## src/hdl/pdg_regs.svh

```systemverilog
// Register offsets, field positions, reset values and timing counts of the
// diagnostics / pin mux register bank. Assumes a 16-bit management data path.
`ifndef PDG_REGS_SVH
`define PDG_REGS_SVH

// Offsets; pcs control is in the indirect space, the rest in the extended space
`define PDG_OFS_PCS_CTRL      16'h0000
`define PDG_OFS_PIN_SEL       16'h0172
`define PDG_OFS_REFL_CFG      16'h0180
`define PDG_OFS_LDIAG_CTRL    16'h01A7

// Pin select fields
`define PDG_PIN1_MSB          7
`define PDG_PIN1_LSB          4
`define PDG_PIN0_MSB          3
`define PDG_PIN0_LSB          0
`define PDG_PIN_SEL_RST       4'h0

// Reflectometry configuration fields
`define PDG_REFL_SKIP_CD      12
`define PDG_REFL_CROSS_DIS    11
`define PDG_REFL_SILENCE_CHK  10
`define PDG_REFL_AVG_MSB      9
`define PDG_REFL_AVG_LSB      7
`define PDG_REFL_SEG_MSB      6
`define PDG_REFL_SEG_LSB      4
`define PDG_REFL_DUR_MSB      3
`define PDG_REFL_DUR_LSB      0
`define PDG_REFL_SKIP_RST     1'h0
`define PDG_REFL_CROSS_RST    1'h0
`define PDG_REFL_SILENCE_RST  1'h1
`define PDG_REFL_AVG_RST      3'h6
`define PDG_REFL_AVG_RSVD     3'h7
`define PDG_REFL_SEG_RST      3'h5
`define PDG_REFL_DUR_RST      4'h2

// Link diagnostic control fields
`define PDG_LDIAG_RES_MSB     15
`define PDG_LDIAG_RES_LSB     8
`define PDG_LDIAG_DONE_BIT    5
`define PDG_LDIAG_CLR_BIT     4

// Pcs control field
`define PDG_PCS_RST_BIT       15

// Length of the pcs space reset pulse, in mclk cycles
`define PDG_PCS_RST_CYCLES    4

`endif

```

## src/hdl/pdg_pkg.sv

```systemverilog
// Types shared by the diagnostics / pin mux register bank.
// Assumes pdg_regs.svh supplies the numeric constants.
package pdg_pkg;

	// Pin event select codes
	typedef enum logic [3:0] {
		PDG_SEL_COL_OR_RXER = 4'h0,
		PDG_SEL_TX_SFD      = 4'h1,
		PDG_SEL_RX_SFD      = 4'h2,
		PDG_SEL_WAKE        = 4'h3,
		PDG_SEL_ENERGY      = 4'h4,
		PDG_SEL_RSVD5       = 4'h5,
		PDG_SEL_LED3        = 4'h6,
		PDG_SEL_PRBS        = 4'h7,
		PDG_SEL_CONST0      = 4'h8,
		PDG_SEL_CONST1      = 4'h9
	} pdg_pin_sel_e;

	// Pcs_space_reset sequencer states
	typedef enum logic [1:0] {
		PDG_PR_IDLE  = 2'b00,
		PDG_PR_SPACE = 2'b01,
		PDG_PR_SOFT  = 2'b10
	} pdg_pcs_rst_e;

endpackage : pdg_pkg

```

## src/hdl/pdg_diag_regs.sv

```systemverilog
// Diagnostics / pin mux register bank of the transceiver.
// Assumes a 16-bit management access strobe on mclk: the space select tells
// the indirect pcs space from the extended space; reads answer combinationally.
//
// Functional notes
// - Pin one select, bits 7:4, codes listed.
// - Pin zero select same, code zero receive error.
// - Bit 12 skips channels C and D.
// - Bit 11 listens only on transmit channel.
// - Bit 10, reset one, checks silence pulses.
// - Averaging code 111 clears the field, reads zero.
// - Segment count bits 6:4, reset 101.
// - Cycle duration bits 3:0, reset 010.
// - Diagnostic result and completion flag read-only.
// - Clear bit resets stored diagnostic results.
// - Pcs_space_reset reloads the pin select and reflectometry config reset values.
// - Pcs_space_reset then triggers a soft reset.
// - Pcs control bits 14:0 read zero.
`timescale 1ns/1ns
`default_nettype none
`include "pdg_regs.svh"

module pdg_diag_regs (
	input  wire logic        mclk,
	input  wire logic        rst_n,
	// Management access
	input  wire logic        reg_sel_pcs,
	input  wire logic [15:0] reg_addr,
	input  wire logic        reg_wr,
	input  wire logic        reg_rd,
	input  wire logic [15:0] reg_wdata,
	output logic      [15:0] reg_rdata,
	output logic             reg_hit,
	// Pin event sources, mclk domain
	input  wire logic        ev_col,
	input  wire logic        ev_rx_err,
	input  wire logic        ev_tx_sfd,
	input  wire logic        ev_rx_sfd,
	input  wire logic        ev_wake,
	input  wire logic        ev_energy,
	input  wire logic        ev_led3,
	input  wire logic        ev_prbs,
	// Pins
	output logic             gp_pin0,
	output logic             gp_pin1,
	// Reflectometry engine settings
	output logic             skip_channels_c_d,
	output logic             cross_listen_disable,
	output logic             silence_pulse_check,
	output logic      [2:0]  reflect_average_count,
	output logic      [2:0]  reflect_segment_count,
	output logic      [3:0]  reflect_cycle_duration,
	// Link diagnostic engine
	input  wire logic        link_diag_result_valid,
	input  wire logic [7:0]  link_diag_result_in,
	input  wire logic        link_diag_complete_in,
	output logic             link_diag_result_clear,
	// Resets toward the device
	output logic             pcs_space_reset,
	output logic             basic_mode_control_soft_reset
);
	import pdg_pkg::*;

	logic [3:0] pin0_sel_q;
	logic [3:0] pin1_sel_q;
	logic       skip_cd_q;
	logic       cross_dis_q;
	logic       silence_q;
	logic [2:0] avg_q;
	logic [2:0] seg_q;
	logic [3:0] dur_q;
	logic [7:0] ldiag_res_q;
	logic       ldiag_done_q;
	logic       ldiag_clr_q;
	logic       pcs_busy;

	logic hit_pin;
	logic hit_refl;
	logic hit_ldiag;
	logic hit_pcs;
	logic wr_ldiag_clr;
	logic wr_pcs_rst;

	////////////////////////////////////////////////////////////////////////////
	// Address decode

	assign hit_pin   = !reg_sel_pcs && reg_addr == `PDG_OFS_PIN_SEL;
	assign hit_refl  = !reg_sel_pcs && reg_addr == `PDG_OFS_REFL_CFG;
	assign hit_ldiag = !reg_sel_pcs && reg_addr == `PDG_OFS_LDIAG_CTRL;
	// Only visible through the indirect space select
	assign hit_pcs   = reg_sel_pcs && reg_addr == `PDG_OFS_PCS_CTRL;
	assign reg_hit   = (reg_wr || reg_rd) && (hit_pin || hit_refl || hit_ldiag || hit_pcs);

	assign wr_ldiag_clr = reg_wr && hit_ldiag && reg_wdata[`PDG_LDIAG_CLR_BIT];
	assign wr_pcs_rst   = reg_wr && hit_pcs && reg_wdata[`PDG_PCS_RST_BIT];

	////////////////////////////////////////////////////////////////////////////
	// Pin select register

	always_ff @(posedge mclk or negedge rst_n) begin
		if (!rst_n) begin
			pin0_sel_q <= `PDG_PIN_SEL_RST;
			pin1_sel_q <= `PDG_PIN_SEL_RST;
		end else if (pcs_space_reset) begin
			pin0_sel_q <= `PDG_PIN_SEL_RST;
			pin1_sel_q <= `PDG_PIN_SEL_RST;
		end else if (reg_wr && hit_pin) begin
			pin1_sel_q <= reg_wdata[`PDG_PIN1_MSB:`PDG_PIN1_LSB];
			pin0_sel_q <= reg_wdata[`PDG_PIN0_MSB:`PDG_PIN0_LSB];
		end
	end

	pdg_pin_mux u_pin0 (
		.mclk      (mclk),
		.rst_n     (rst_n),
		.sel       (pin0_sel_q),
		.ev_code0  (ev_rx_err),
		.ev_tx_sfd (ev_tx_sfd),
		.ev_rx_sfd (ev_rx_sfd),
		.ev_wake   (ev_wake),
		.ev_energy (ev_energy),
		.ev_led3   (ev_led3),
		.ev_prbs   (ev_prbs),
		.pin_q     (gp_pin0)
	);

	pdg_pin_mux u_pin1 (
		.mclk      (mclk),
		.rst_n     (rst_n),
		.sel       (pin1_sel_q),
		.ev_code0  (ev_col),
		.ev_tx_sfd (ev_tx_sfd),
		.ev_rx_sfd (ev_rx_sfd),
		.ev_wake   (ev_wake),
		.ev_energy (ev_energy),
		.ev_led3   (ev_led3),
		.ev_prbs   (ev_prbs),
		.pin_q     (gp_pin1)
	);

	////////////////////////////////////////////////////////////////////////////
	// Reflectometry configuration

	always_ff @(posedge mclk or negedge rst_n) begin
		if (!rst_n) begin
			skip_cd_q   <= `PDG_REFL_SKIP_RST;
			cross_dis_q <= `PDG_REFL_CROSS_RST;
			silence_q   <= `PDG_REFL_SILENCE_RST;
			avg_q       <= `PDG_REFL_AVG_RST;
			seg_q       <= `PDG_REFL_SEG_RST;
			dur_q       <= `PDG_REFL_DUR_RST;
		end else if (pcs_space_reset) begin
			skip_cd_q   <= `PDG_REFL_SKIP_RST;
			cross_dis_q <= `PDG_REFL_CROSS_RST;
			silence_q   <= `PDG_REFL_SILENCE_RST;
			avg_q       <= `PDG_REFL_AVG_RST;
			seg_q       <= `PDG_REFL_SEG_RST;
			dur_q       <= `PDG_REFL_DUR_RST;
		end else if (reg_wr && hit_refl) begin
			skip_cd_q   <= reg_wdata[`PDG_REFL_SKIP_CD];
			cross_dis_q <= reg_wdata[`PDG_REFL_CROSS_DIS];
			silence_q   <= reg_wdata[`PDG_REFL_SILENCE_CHK];
			seg_q       <= reg_wdata[`PDG_REFL_SEG_MSB:`PDG_REFL_SEG_LSB];
			dur_q       <= reg_wdata[`PDG_REFL_DUR_MSB:`PDG_REFL_DUR_LSB];
			// Reserved code leaves the field cleared, not the old value
			if (reg_wdata[`PDG_REFL_AVG_MSB:`PDG_REFL_AVG_LSB] == `PDG_REFL_AVG_RSVD) begin
				avg_q <= 3'h0;
			end else begin
				avg_q <= reg_wdata[`PDG_REFL_AVG_MSB:`PDG_REFL_AVG_LSB];
			end
		end
	end

	assign skip_channels_c_d      = skip_cd_q;
	assign cross_listen_disable   = cross_dis_q;
	assign silence_pulse_check    = silence_q;
	assign reflect_average_count  = avg_q;
	assign reflect_segment_count  = seg_q;
	assign reflect_cycle_duration = dur_q;

	////////////////////////////////////////////////////////////////////////////
	// Link diagnostic result and clear

	always_ff @(posedge mclk or negedge rst_n) begin
		if (!rst_n) begin
			ldiag_clr_q <= 1'b0;
		end else begin
			// One-cycle pulse, so the bit reads one in the cycle after the write, then zero
			ldiag_clr_q <= wr_ldiag_clr;
		end
	end

	assign link_diag_result_clear = ldiag_clr_q;

	always_ff @(posedge mclk or negedge rst_n) begin
		if (!rst_n) begin
			ldiag_res_q  <= 8'h00;
			ldiag_done_q <= 1'b0;
		end else if (link_diag_result_valid) begin
			// A fresh result wins over a clear in the same cycle
			ldiag_res_q  <= link_diag_result_in;
			ldiag_done_q <= link_diag_complete_in;
		end else if (wr_ldiag_clr) begin
			ldiag_res_q  <= 8'h00;
			ldiag_done_q <= 1'b0;
		end
	end

	////////////////////////////////////////////////////////////////////////////
	// Pcs space reset chain

	pdg_pcs_space_reset u_pcs_rst (
		.mclk        (mclk),
		.rst_n       (rst_n),
		.start       (wr_pcs_rst && !pcs_busy),
		.busy        (pcs_busy),
		.space_rst_q (pcs_space_reset),
		.soft_rst_q  (basic_mode_control_soft_reset)
	);

	////////////////////////////////////////////////////////////////////////////
	// Read data

	always_comb begin
		reg_rdata = 16'h0000;
		if (reg_rd) begin
			if (hit_pin) begin
				reg_rdata[`PDG_PIN1_MSB:`PDG_PIN1_LSB] = pin1_sel_q;
				reg_rdata[`PDG_PIN0_MSB:`PDG_PIN0_LSB] = pin0_sel_q;
			end else if (hit_refl) begin
				reg_rdata[`PDG_REFL_SKIP_CD]                   = skip_cd_q;
				reg_rdata[`PDG_REFL_CROSS_DIS]                 = cross_dis_q;
				reg_rdata[`PDG_REFL_SILENCE_CHK]               = silence_q;
				reg_rdata[`PDG_REFL_AVG_MSB:`PDG_REFL_AVG_LSB] = avg_q;
				reg_rdata[`PDG_REFL_SEG_MSB:`PDG_REFL_SEG_LSB] = seg_q;
				reg_rdata[`PDG_REFL_DUR_MSB:`PDG_REFL_DUR_LSB] = dur_q;
			end else if (hit_ldiag) begin
				reg_rdata[`PDG_LDIAG_RES_MSB:`PDG_LDIAG_RES_LSB] = ldiag_res_q;
				reg_rdata[`PDG_LDIAG_DONE_BIT]                   = ldiag_done_q;
				reg_rdata[`PDG_LDIAG_CLR_BIT]                    = ldiag_clr_q;
			end else if (hit_pcs) begin
				// Reset bit reads one only while the chain runs
				reg_rdata[`PDG_PCS_RST_BIT] = pcs_busy;
			end
		end
	end

endmodule : pdg_diag_regs

`default_nettype wire

```

## src/hdl/pdg_pcs_space_reset.sv

```systemverilog
// Pcs space reset sequencer: space reset pulse, then soft reset request.
// Assumes start is a one-cycle pulse from the register write decode.
`timescale 1ns/1ns
`default_nettype none
`include "pdg_regs.svh"

module pdg_pcs_space_reset #(
	parameter int RST_CYCLES = `PDG_PCS_RST_CYCLES
) (
	input  wire logic mclk,
	input  wire logic rst_n,
	// Request
	input  wire logic start,
	// Results
	output logic      busy,
	output logic      space_rst_q,
	output logic      soft_rst_q
);
	import pdg_pkg::*;

	initial begin
		if (RST_CYCLES < 1 || RST_CYCLES > 255) begin
			$error("RST_CYCLES out of range");
		end
	end

	pdg_pcs_rst_e state_q;
	logic [7:0]   cnt_q;

	always_ff @(posedge mclk or negedge rst_n) begin
		if (!rst_n) begin
			state_q <= PDG_PR_IDLE;
			cnt_q   <= 8'h00;
		end else begin
			unique case (state_q)
				PDG_PR_IDLE: begin
					if (start) begin
						state_q <= PDG_PR_SPACE;
						cnt_q   <= 8'(RST_CYCLES - 1);
					end
				end
				PDG_PR_SPACE: begin
					if (cnt_q == 8'h00) begin
						state_q <= PDG_PR_SOFT;
					end else begin
						cnt_q <= cnt_q - 8'h01;
					end
				end
				PDG_PR_SOFT: state_q <= PDG_PR_IDLE;
				default:     state_q <= PDG_PR_IDLE;
			endcase
		end
	end

	always_ff @(posedge mclk or negedge rst_n) begin
		if (!rst_n) begin
			space_rst_q <= 1'b0;
			soft_rst_q  <= 1'b0;
		end else begin
			space_rst_q <= (state_q == PDG_PR_IDLE && start) ||
			               (state_q == PDG_PR_SPACE && cnt_q != 8'h00);
			soft_rst_q  <= (state_q == PDG_PR_SPACE && cnt_q == 8'h00);
		end
	end

	assign busy = (state_q != PDG_PR_IDLE);

endmodule : pdg_pcs_space_reset

`default_nettype wire

```

## src/hdl/pdg_pin_mux.sv

```systemverilog
// One general-purpose pin source selector.
// Assumes event inputs are already in the mclk domain.
`timescale 1ns/1ns
`default_nettype none

module pdg_pin_mux (
	input  wire logic       mclk,
	input  wire logic       rst_n,
	// Selection
	input  wire logic [3:0] sel,
	// Events
	input  wire logic       ev_code0,
	input  wire logic       ev_tx_sfd,
	input  wire logic       ev_rx_sfd,
	input  wire logic       ev_wake,
	input  wire logic       ev_energy,
	input  wire logic       ev_led3,
	input  wire logic       ev_prbs,
	// Pin
	output logic            pin_q
);
	import pdg_pkg::*;

	logic pin_d;

	always_comb begin
		unique case (sel)
			PDG_SEL_COL_OR_RXER: pin_d = ev_code0;
			PDG_SEL_TX_SFD:      pin_d = ev_tx_sfd;
			PDG_SEL_RX_SFD:      pin_d = ev_rx_sfd;
			PDG_SEL_WAKE:        pin_d = ev_wake;
			PDG_SEL_ENERGY:      pin_d = ev_energy;
			PDG_SEL_LED3:        pin_d = ev_led3;
			PDG_SEL_PRBS:        pin_d = ev_prbs;
			PDG_SEL_CONST1:      pin_d = 1'b1;
			// Constant low and reserved codes
			default:             pin_d = 1'b0;
		endcase
	end

	always_ff @(posedge mclk or negedge rst_n) begin
		if (!rst_n) begin
			pin_q <= 1'b0;
		end else begin
			pin_q <= pin_d;
		end
	end

endmodule : pdg_pin_mux

`default_nettype wire

```

## config.mk

```make
export PLATFORM = sky130hd
export DESIGN_NAME = pdg_diag_regs
export DESIGN_NICKNAME = d
export VERILOG_FILES = /design/src/hdl/pdg_pkg.sv /design/src/hdl/pdg_diag_regs.sv /design/src/hdl/pdg_pcs_space_reset.sv /design/src/hdl/pdg_pin_mux.sv
export VERILOG_INCLUDE_DIRS = /design/src /design/src/hdl
export SDC_FILE = /design/constraint.sdc
export NUM_CORES = 1
export LEC_CHECK = 0
export BUFFER_PORTS_ARGS = -buffer_cell sky130_fd_sc_hd__buf_2
export CAP_MARGIN = 25
export CORE_UTILIZATION = 50
export CTS_CLUSTER_DIAMETER = 100
export CTS_CLUSTER_SIZE = 40
export DETAILED_ROUTE_END_ITERATION = 8
export PLACE_DENSITY = 0.8
export SYNTH_ARGS = -nofsm -noshare
export SYNTH_HDL_FRONTEND = slang
export SYNTH_SLANG_ARGS = --single-unit
```

## constraint.sdc

```tcl
create_clock -name mclk -period 2.85 [get_ports mclk]
set_input_delay 0.57 -clock mclk [delete_from_list [all_inputs] [get_ports mclk]]
set_output_delay 0.57 -clock mclk [all_outputs]
set_load 0.01 [all_outputs]
```

==> results.toml, run 1 <==
[synthesis]
synth_top_cell_by_area = "dfrtp_1"
synth_top_area_frac = 0.3943
ys_seq_elements = 45
synth-edff-count = 0
synth_flop_cell = "dfrtp_1"
seq_area_frac_synth = 0.4580
synth.net_count = 308
synth.area.top_cells = "dfrtp_1, a22o_1, dfstp_2"
netlist_area_mm2 = 0.002475
synth_warnings = 0
synth-async-reset-ratio = 1.000
syn_inst = 251
synth_cell_types = 54
avgSynthCellArea_um2 = 9.860

[route]
drc = 0
wl_met2_mm = 3.089
via_per_inst = 5.817
wl_mm = 6.169
via_count = 2356
route.met3.wl_um = 406
ant_nets = 0
wl_per_cell_um = 15.23
drtPass1Iterations = 4
wl_met1_mm = 2.622
drt-initial-drc-count = 229
top_layer = "met4"

[finish]
utilization = 0.6458
drive_above_1_share = 0.3402
n_antenna_cell = 0
layoutNonFillerInstCount = 405
finalNetCount = 394
design_area_mm2 = 0.003070
syn2layout_area_growth_pct = 24.06

[global_route]
antenna_found_initial = 0
grt_max_degree = 46
grt_pass1_vias = 2191
grt_pass1_wl_mm = 10.09
overflow = 0
grtUsageTotal = 0.2469

[clocking]
cts_setup_buffers = 0
cts_resized = 0
cts-buffers-inserted = 5
cts.sinks = 45
clkTransAtPathRegs_ns = 0.09
cts_tree = "done"
clkLatencyLatePin_ns = 0.30
ctsRootBufferMaster = "clkbuf_8"
holdBufCountCts = 0
cts_buffer_depth = 2
htree_num_levels = 2

[sta]
finClkSkew_ns = 0.008004
min_period_ns = 2.675
rsz0062_at_grt = "no"
layout_setup_ws_ns = 0.1754
tns_ns = 0
worst_pin_slew_ns = 0.6731
timing.fmax_mhz = 373.9
max_slew_margin = 0.5513
setup_viol = 0
hold_ws_ns = 0.05121
hold_viol = 0
fin_crit_sh = 0.9384
slew_viol_final = 0

[status]
outcome = "completed"

[pwr]
powerDensity_mw_per_mm2 = 379.0
p_leak_nw = 1.533
vdd_drop_max_mv = 0.2410
finalPower_mw = 1.164

[die]
initial_utilization = 0.5205
row_count = 25
die_h_um = 72.36
core-area_mm2 = 0.004755
die_x_um = 72.36
ios = 90
dieArea_mm2 = 0.005235

[setup_path]
ff2ff_path_depth = 6
startpoint_type = "primary input"
arrival_ns = 2.10
required_ns = 2.28
cp-end-kind = "output port"
critPathMaxFanout = 9
regToRegSetupSlack_ns = 0.86
crit_type = "in -> out"

[placed_design]
dp_slack_ns = 0.1761
io_buffers = 87
place_congestion = 0.8573
dp.cells = 396
dp_hpwl_mm = 4.561
place_area_mm2 = 0.002963

[min_path]
hold_class = "in -> async"

[job]
drv_cap = 0
-- worst max-delay path, stage by stage --
cell	delay [ns]
buf_2	0.11
nor4b_2	0.34
and2_1	0.32
and3_1	0.42
a221o_1	0.21
buf_2	0.12
-- power by group --
group	total (mW)	internal (mW)	switching, mW
registers	0.660	0.652	0.00755
logic	0.102	0.0495	0.0524
clock network	0.402	0.173	0.229
-- Yosys cell counts, types with 4 or more instances --
| cell type | instances |
|---|---|
| nand3_1 | 17 |
| and3_1 | 8 |
| nor3_1 | 8 |
| dfstp_2 | 6 |
| and2_1 | 5 |
| o21ai_0 | 20 |
| nor2_1 | 7 |
| buf_2 | 7 |
| nand2_1 | 17 |
| a211o_1 | 6 |
| nor4_1 | 4 |
| clkbuf_1 | 5 |
| dfrtp_1 | 39 |
| and4_1 | 6 |
| inv_1 | 5 |
| a21oi_1 | 17 |
| a22o_1 | 20 |
-- path summary, 6_finish.rpt --
path | startpoint | endpoint
worst max-delay path | reg_addr[9] | reg_rdata[5]
worst min-delay path | rst_n | ldiag_res_q[1]$_DFFE_PN0P_
worst max register to register | u_pcs_rst.cnt_q[0]$_DFFE_PN0P_ | u_pcs_rst.cnt_q[0]$_DFFE_PN0P_
worst min register to register | ldiag_res_q[5]$_DFFE_PN0P_ | ldiag_res_q[5]$_DFFE_PN0P_
max in group asynchronous | rst_n | reflect_segment_count[0]$_DFFE_PN1P_
min in group mclk | link_diag_result_in[1] | ldiag_res_q[1]$_DFFE_PN0P_
-- layout by cell type, fill, tap and decap left out, types with 7 or more instances in the layout --
cell | Yosys | final
nor3_1 | 8 | 8
o21ai_0 | 20 | 20
a22o_1 | 20 | 20
a21oi_1 | 17 | 17
buf_2 | 7 | 87
dfrtp_1 | 39 | 39
nand3_1 | 17 | 17
nand2_1 | 17 | 17
and3_1 | 8 | 8
nor2_1 | 7 | 7
-- state kept, by name, summed over array words and instances, names as in the netlist, 2 cells and up --
name	flops
ldiag_res_q	8
reflect_cycle_duration	4
reflect_average_count	3
u_pcs_rst.state_q	2
reflect_segment_count	3
u_pcs_rst.cnt_q	8
pin1_sel_q	4
pin0_sel_q	4
-- routing by layer --
layer  GRT usage  up-vias
met4     0.06100        0
li1            -     1128
met2      0.4154       95
met3     0.04583        7
met5           0        -
met1      0.3303     1126
-- kinds of logic (layout without fill, tap and decap cells) --
group | after synthesis | after routing | synth area share
and+or+nand+nor | 96 | 96 | 0.2331
muxes | 5 | 5 | 0.03033
DFF | 45 | 45 | 0.4580
AOI/OAI and AO/OA | 82 | 82 | 0.2265
xor gates and xnor gates | 1 | 1 | 0.003540
adders and majority gates | 2 | 2 | 0.01011
buffers and inverters | 20 | 107 | 0.03842
-- area by class of cell --
| cell class | count | area (µm²) |
|---|---|---|
| fill | 431 | 1684 |
| inverter | 5 | 18.77 |
| sequential | 45 | 1134 |
| clock buffer | 6 | 72.57 |
| timing repair buffer | 94 | 500.5 |
| multi-input combinational | 186 | 1246 |
| tap | 67 | 83.83 |
| clock inverter | 2 | 15.01 |
Power figures use the tool's default switching activity.
==> run 2: changes to the inputs <==
- CAP_MARGIN: 25 -> 0
- GPL_TIMING_DRIVEN: not set -> 0
- SLEW_MARGIN: not set -> 30
==> run 2 against run 1 <==
Effect of this change:
- largest cell class unchanged
- critical endpoint is now reg_rdata[1]
- total power decreased by 1.1%
- combinational power hardly changed
- critical path depth increased by 2
- first-iteration DRC count down 17%
- wire length is 3.4% higher
- core utilization increased by 0.68 points
- worst setup slack got worse by 0.045 ns
==> results.toml, run 2 (synthesized netlist as in run 1, its figures left out) <==
[status]
outcome = "completed"

[route]
via_per_inst = 5.751
via_count = 2381
drtPass1Iterations = 4
wl_per_cell_um = 15.40
drc = 0
wl_met2_mm = 3.207
ant_nets = 0
drt-initial-drc-count = 189
top_layer = "met4"
wl_met1_mm = 2.691
route.met3.wl_um = 424
wl_mm = 6.377

[die]
die_h_um = 72.36
die_x_um = 72.36
dieArea_mm2 = 0.005235
row_count = 25
ios = 90
initial_utilization = 0.5205
core-area_mm2 = 0.004755

[setup_path]
required_ns = 2.28
cp-end-kind = "output port"
cpPeakStageDelay_ns = 0.35
path_common_cell = "buf_2"
arrival_ns = 2.15
startpoint_type = "primary input"
path_cells = "buf_2 > nor4b_2 > and2_1 > buf_2 > and3_2 > clkbuf_4 > a22o_1 > buf_2"
ff2ff_path_depth = 7
cp_slowest_cell = "nor4b_2"
crit_type = "in -> out"
critPathMaxFanout = 10

[pwr]
finalPower_mw = 1.151
cell_internal_pwr_mw = 0.8740
p_comb_frac = 0.087
vdd_drop_max_mv = 0.2039
p_leak_nw = 1.560
pwr-share-clk = 0.340
power_switching_mw = 0.2772
seqPwrFrac = 0.573
powerDensity_mw_per_mm2 = 371.0
switching_share = 0.2408

[placed_design]
dp_hpwl_mm = 4.713
dp_slack_ns = -0.04339
io_buffers = 86
place_congestion = 0.8506
place_area_mm2 = 0.002992

[global_route]
antenna_found_initial = 0
grtUsageTotal = 0.2584
grt_pass1_wl_mm = 10.54
grt_pass1_vias = 2244
overflow = 0
grt_max_degree = 46

[sta]
timing.fmax_mhz = 367.7
hold_viol = 0
max_slew_margin = 0.6170
worst_pin_slew_ns = 0.5745
slew_viol_final = 0
rsz0062_at_grt = "no"
setup_viol = 0
finClkSkew_ns = 0.008425
min_period_ns = 2.720
fin_crit_sh = 0.9542
hold_ws_ns = 0.2564
layout_setup_ws_ns = 0.1304

[clocking]
cts-buffers-inserted = 5
holdBufCountCts = 0
cts_tree = "done"
cts.sinks = 45
htree_num_levels = 2
clkLatencyLatePin_ns = 0.30
clkTransAtPathRegs_ns = 0.09
cts_buffer_depth = 2
ctsRootBufferMaster = "clkbuf_8"

[finish]
n_antenna_cell = 0
drive_above_1_share = 0.3458
syn2layout_area_growth_pct = 25.38
design_area_mm2 = 0.003103
finalNetCount = 403
largest_registers = "ldiag_res_q: 8 flops, u_pcs_rst.cnt_q: 8 flops"
layout_commonest_cell = "buf_2"
final_cell_mix = "buf_2, dfrtp_1, o21ai_0, a22o_1"

[min_path]
hold_class = "in -> async"

[job]
drv_cap = 0
-- run 2: what timing repair did --
item,4_1_cts,5_1_grt
pin swaps,0,1
setup buffers,0,2
setup endpoints to repair,10,10
resized for setup,2,3
cloned,0,0
-- run 2: worst max-delay path, delay by kind of cell --
family          cells  cell delay, ns
buf+inv             4            0.64
compound gates      1            0.17
simple gates        3            0.78
-- run 2: power by group through the flow --
| stage | Sequential, mW | Combinational, mW | Clock [mW] |
|---|---|---|---|
| after floorplan | 0.671 | 0.0328 | 0 |
| after global placement | 0.671 | 0.0970 | 0 |
| after detailed placement | 0.672 | 0.0990 | 0 |
| after CTS | 0.660 | 0.100 | 0.394 |
| after global routing | 0.661 | 0.114 | 0.420 |
| final | 0.660 | 0.101 | 0.391 |
-- run 2: worst paths after layout --
| check | from | to | slack (ns) |
|---|---|---|---|
| worst min-delay path | rst_n | ldiag_res_q[0]$_DFFE_PN0P_ | 0.26 |
| worst max register to register | u_pcs_rst.cnt_q[0]$_DFFE_PN0P_ | u_pcs_rst.cnt_q[0]$_DFFE_PN0P_ | 0.84 |
| worst max-delay path | reg_addr[9] | reg_rdata[1] | 0.13 |
| max in group asynchronous | rst_n | reflect_cycle_duration[1]$_DFFE_PN1P_ | 2.19 |
| min in group mclk | link_diag_result_in[4] | ldiag_res_q[4]$_DFFE_PN0P_ | 0.49 |
| worst min register to register | ldiag_res_q[5]$_DFFE_PN0P_ | ldiag_res_q[5]$_DFFE_PN0P_ | 0.50 |
-- run 2: final cells by class --
class,count,area (µm²)
timing repair buffer,88,447.9
fill,429,1652
clock inverter,1,7.507
sequential,45,1134
tap,67,83.83
multi-input combinational,186,1256
inverter,5,18.77
buffer,15,78.83
clock buffer,7,76.32
-- run 2: layer usage --
layer  vias to the layer above  track usage
li1                       1145            -
met2                        83       0.4465
met5                         -            0
met4                         0      0.05664
met1                      1147       0.3414
met3                         6      0.04306
-- run 2: per-stage QoR --
step,setup TNS (ns),cells,utilization
2_1_floorplan,0,251,-
3_3_place_gp,-0.002755,404,0.6287
3_5_place_dp,-0.1362,404,0.6292
4_1_cts,0,412,0.6484
5_1_grt,0,414,0.6526
6_report,0,414,0.6526
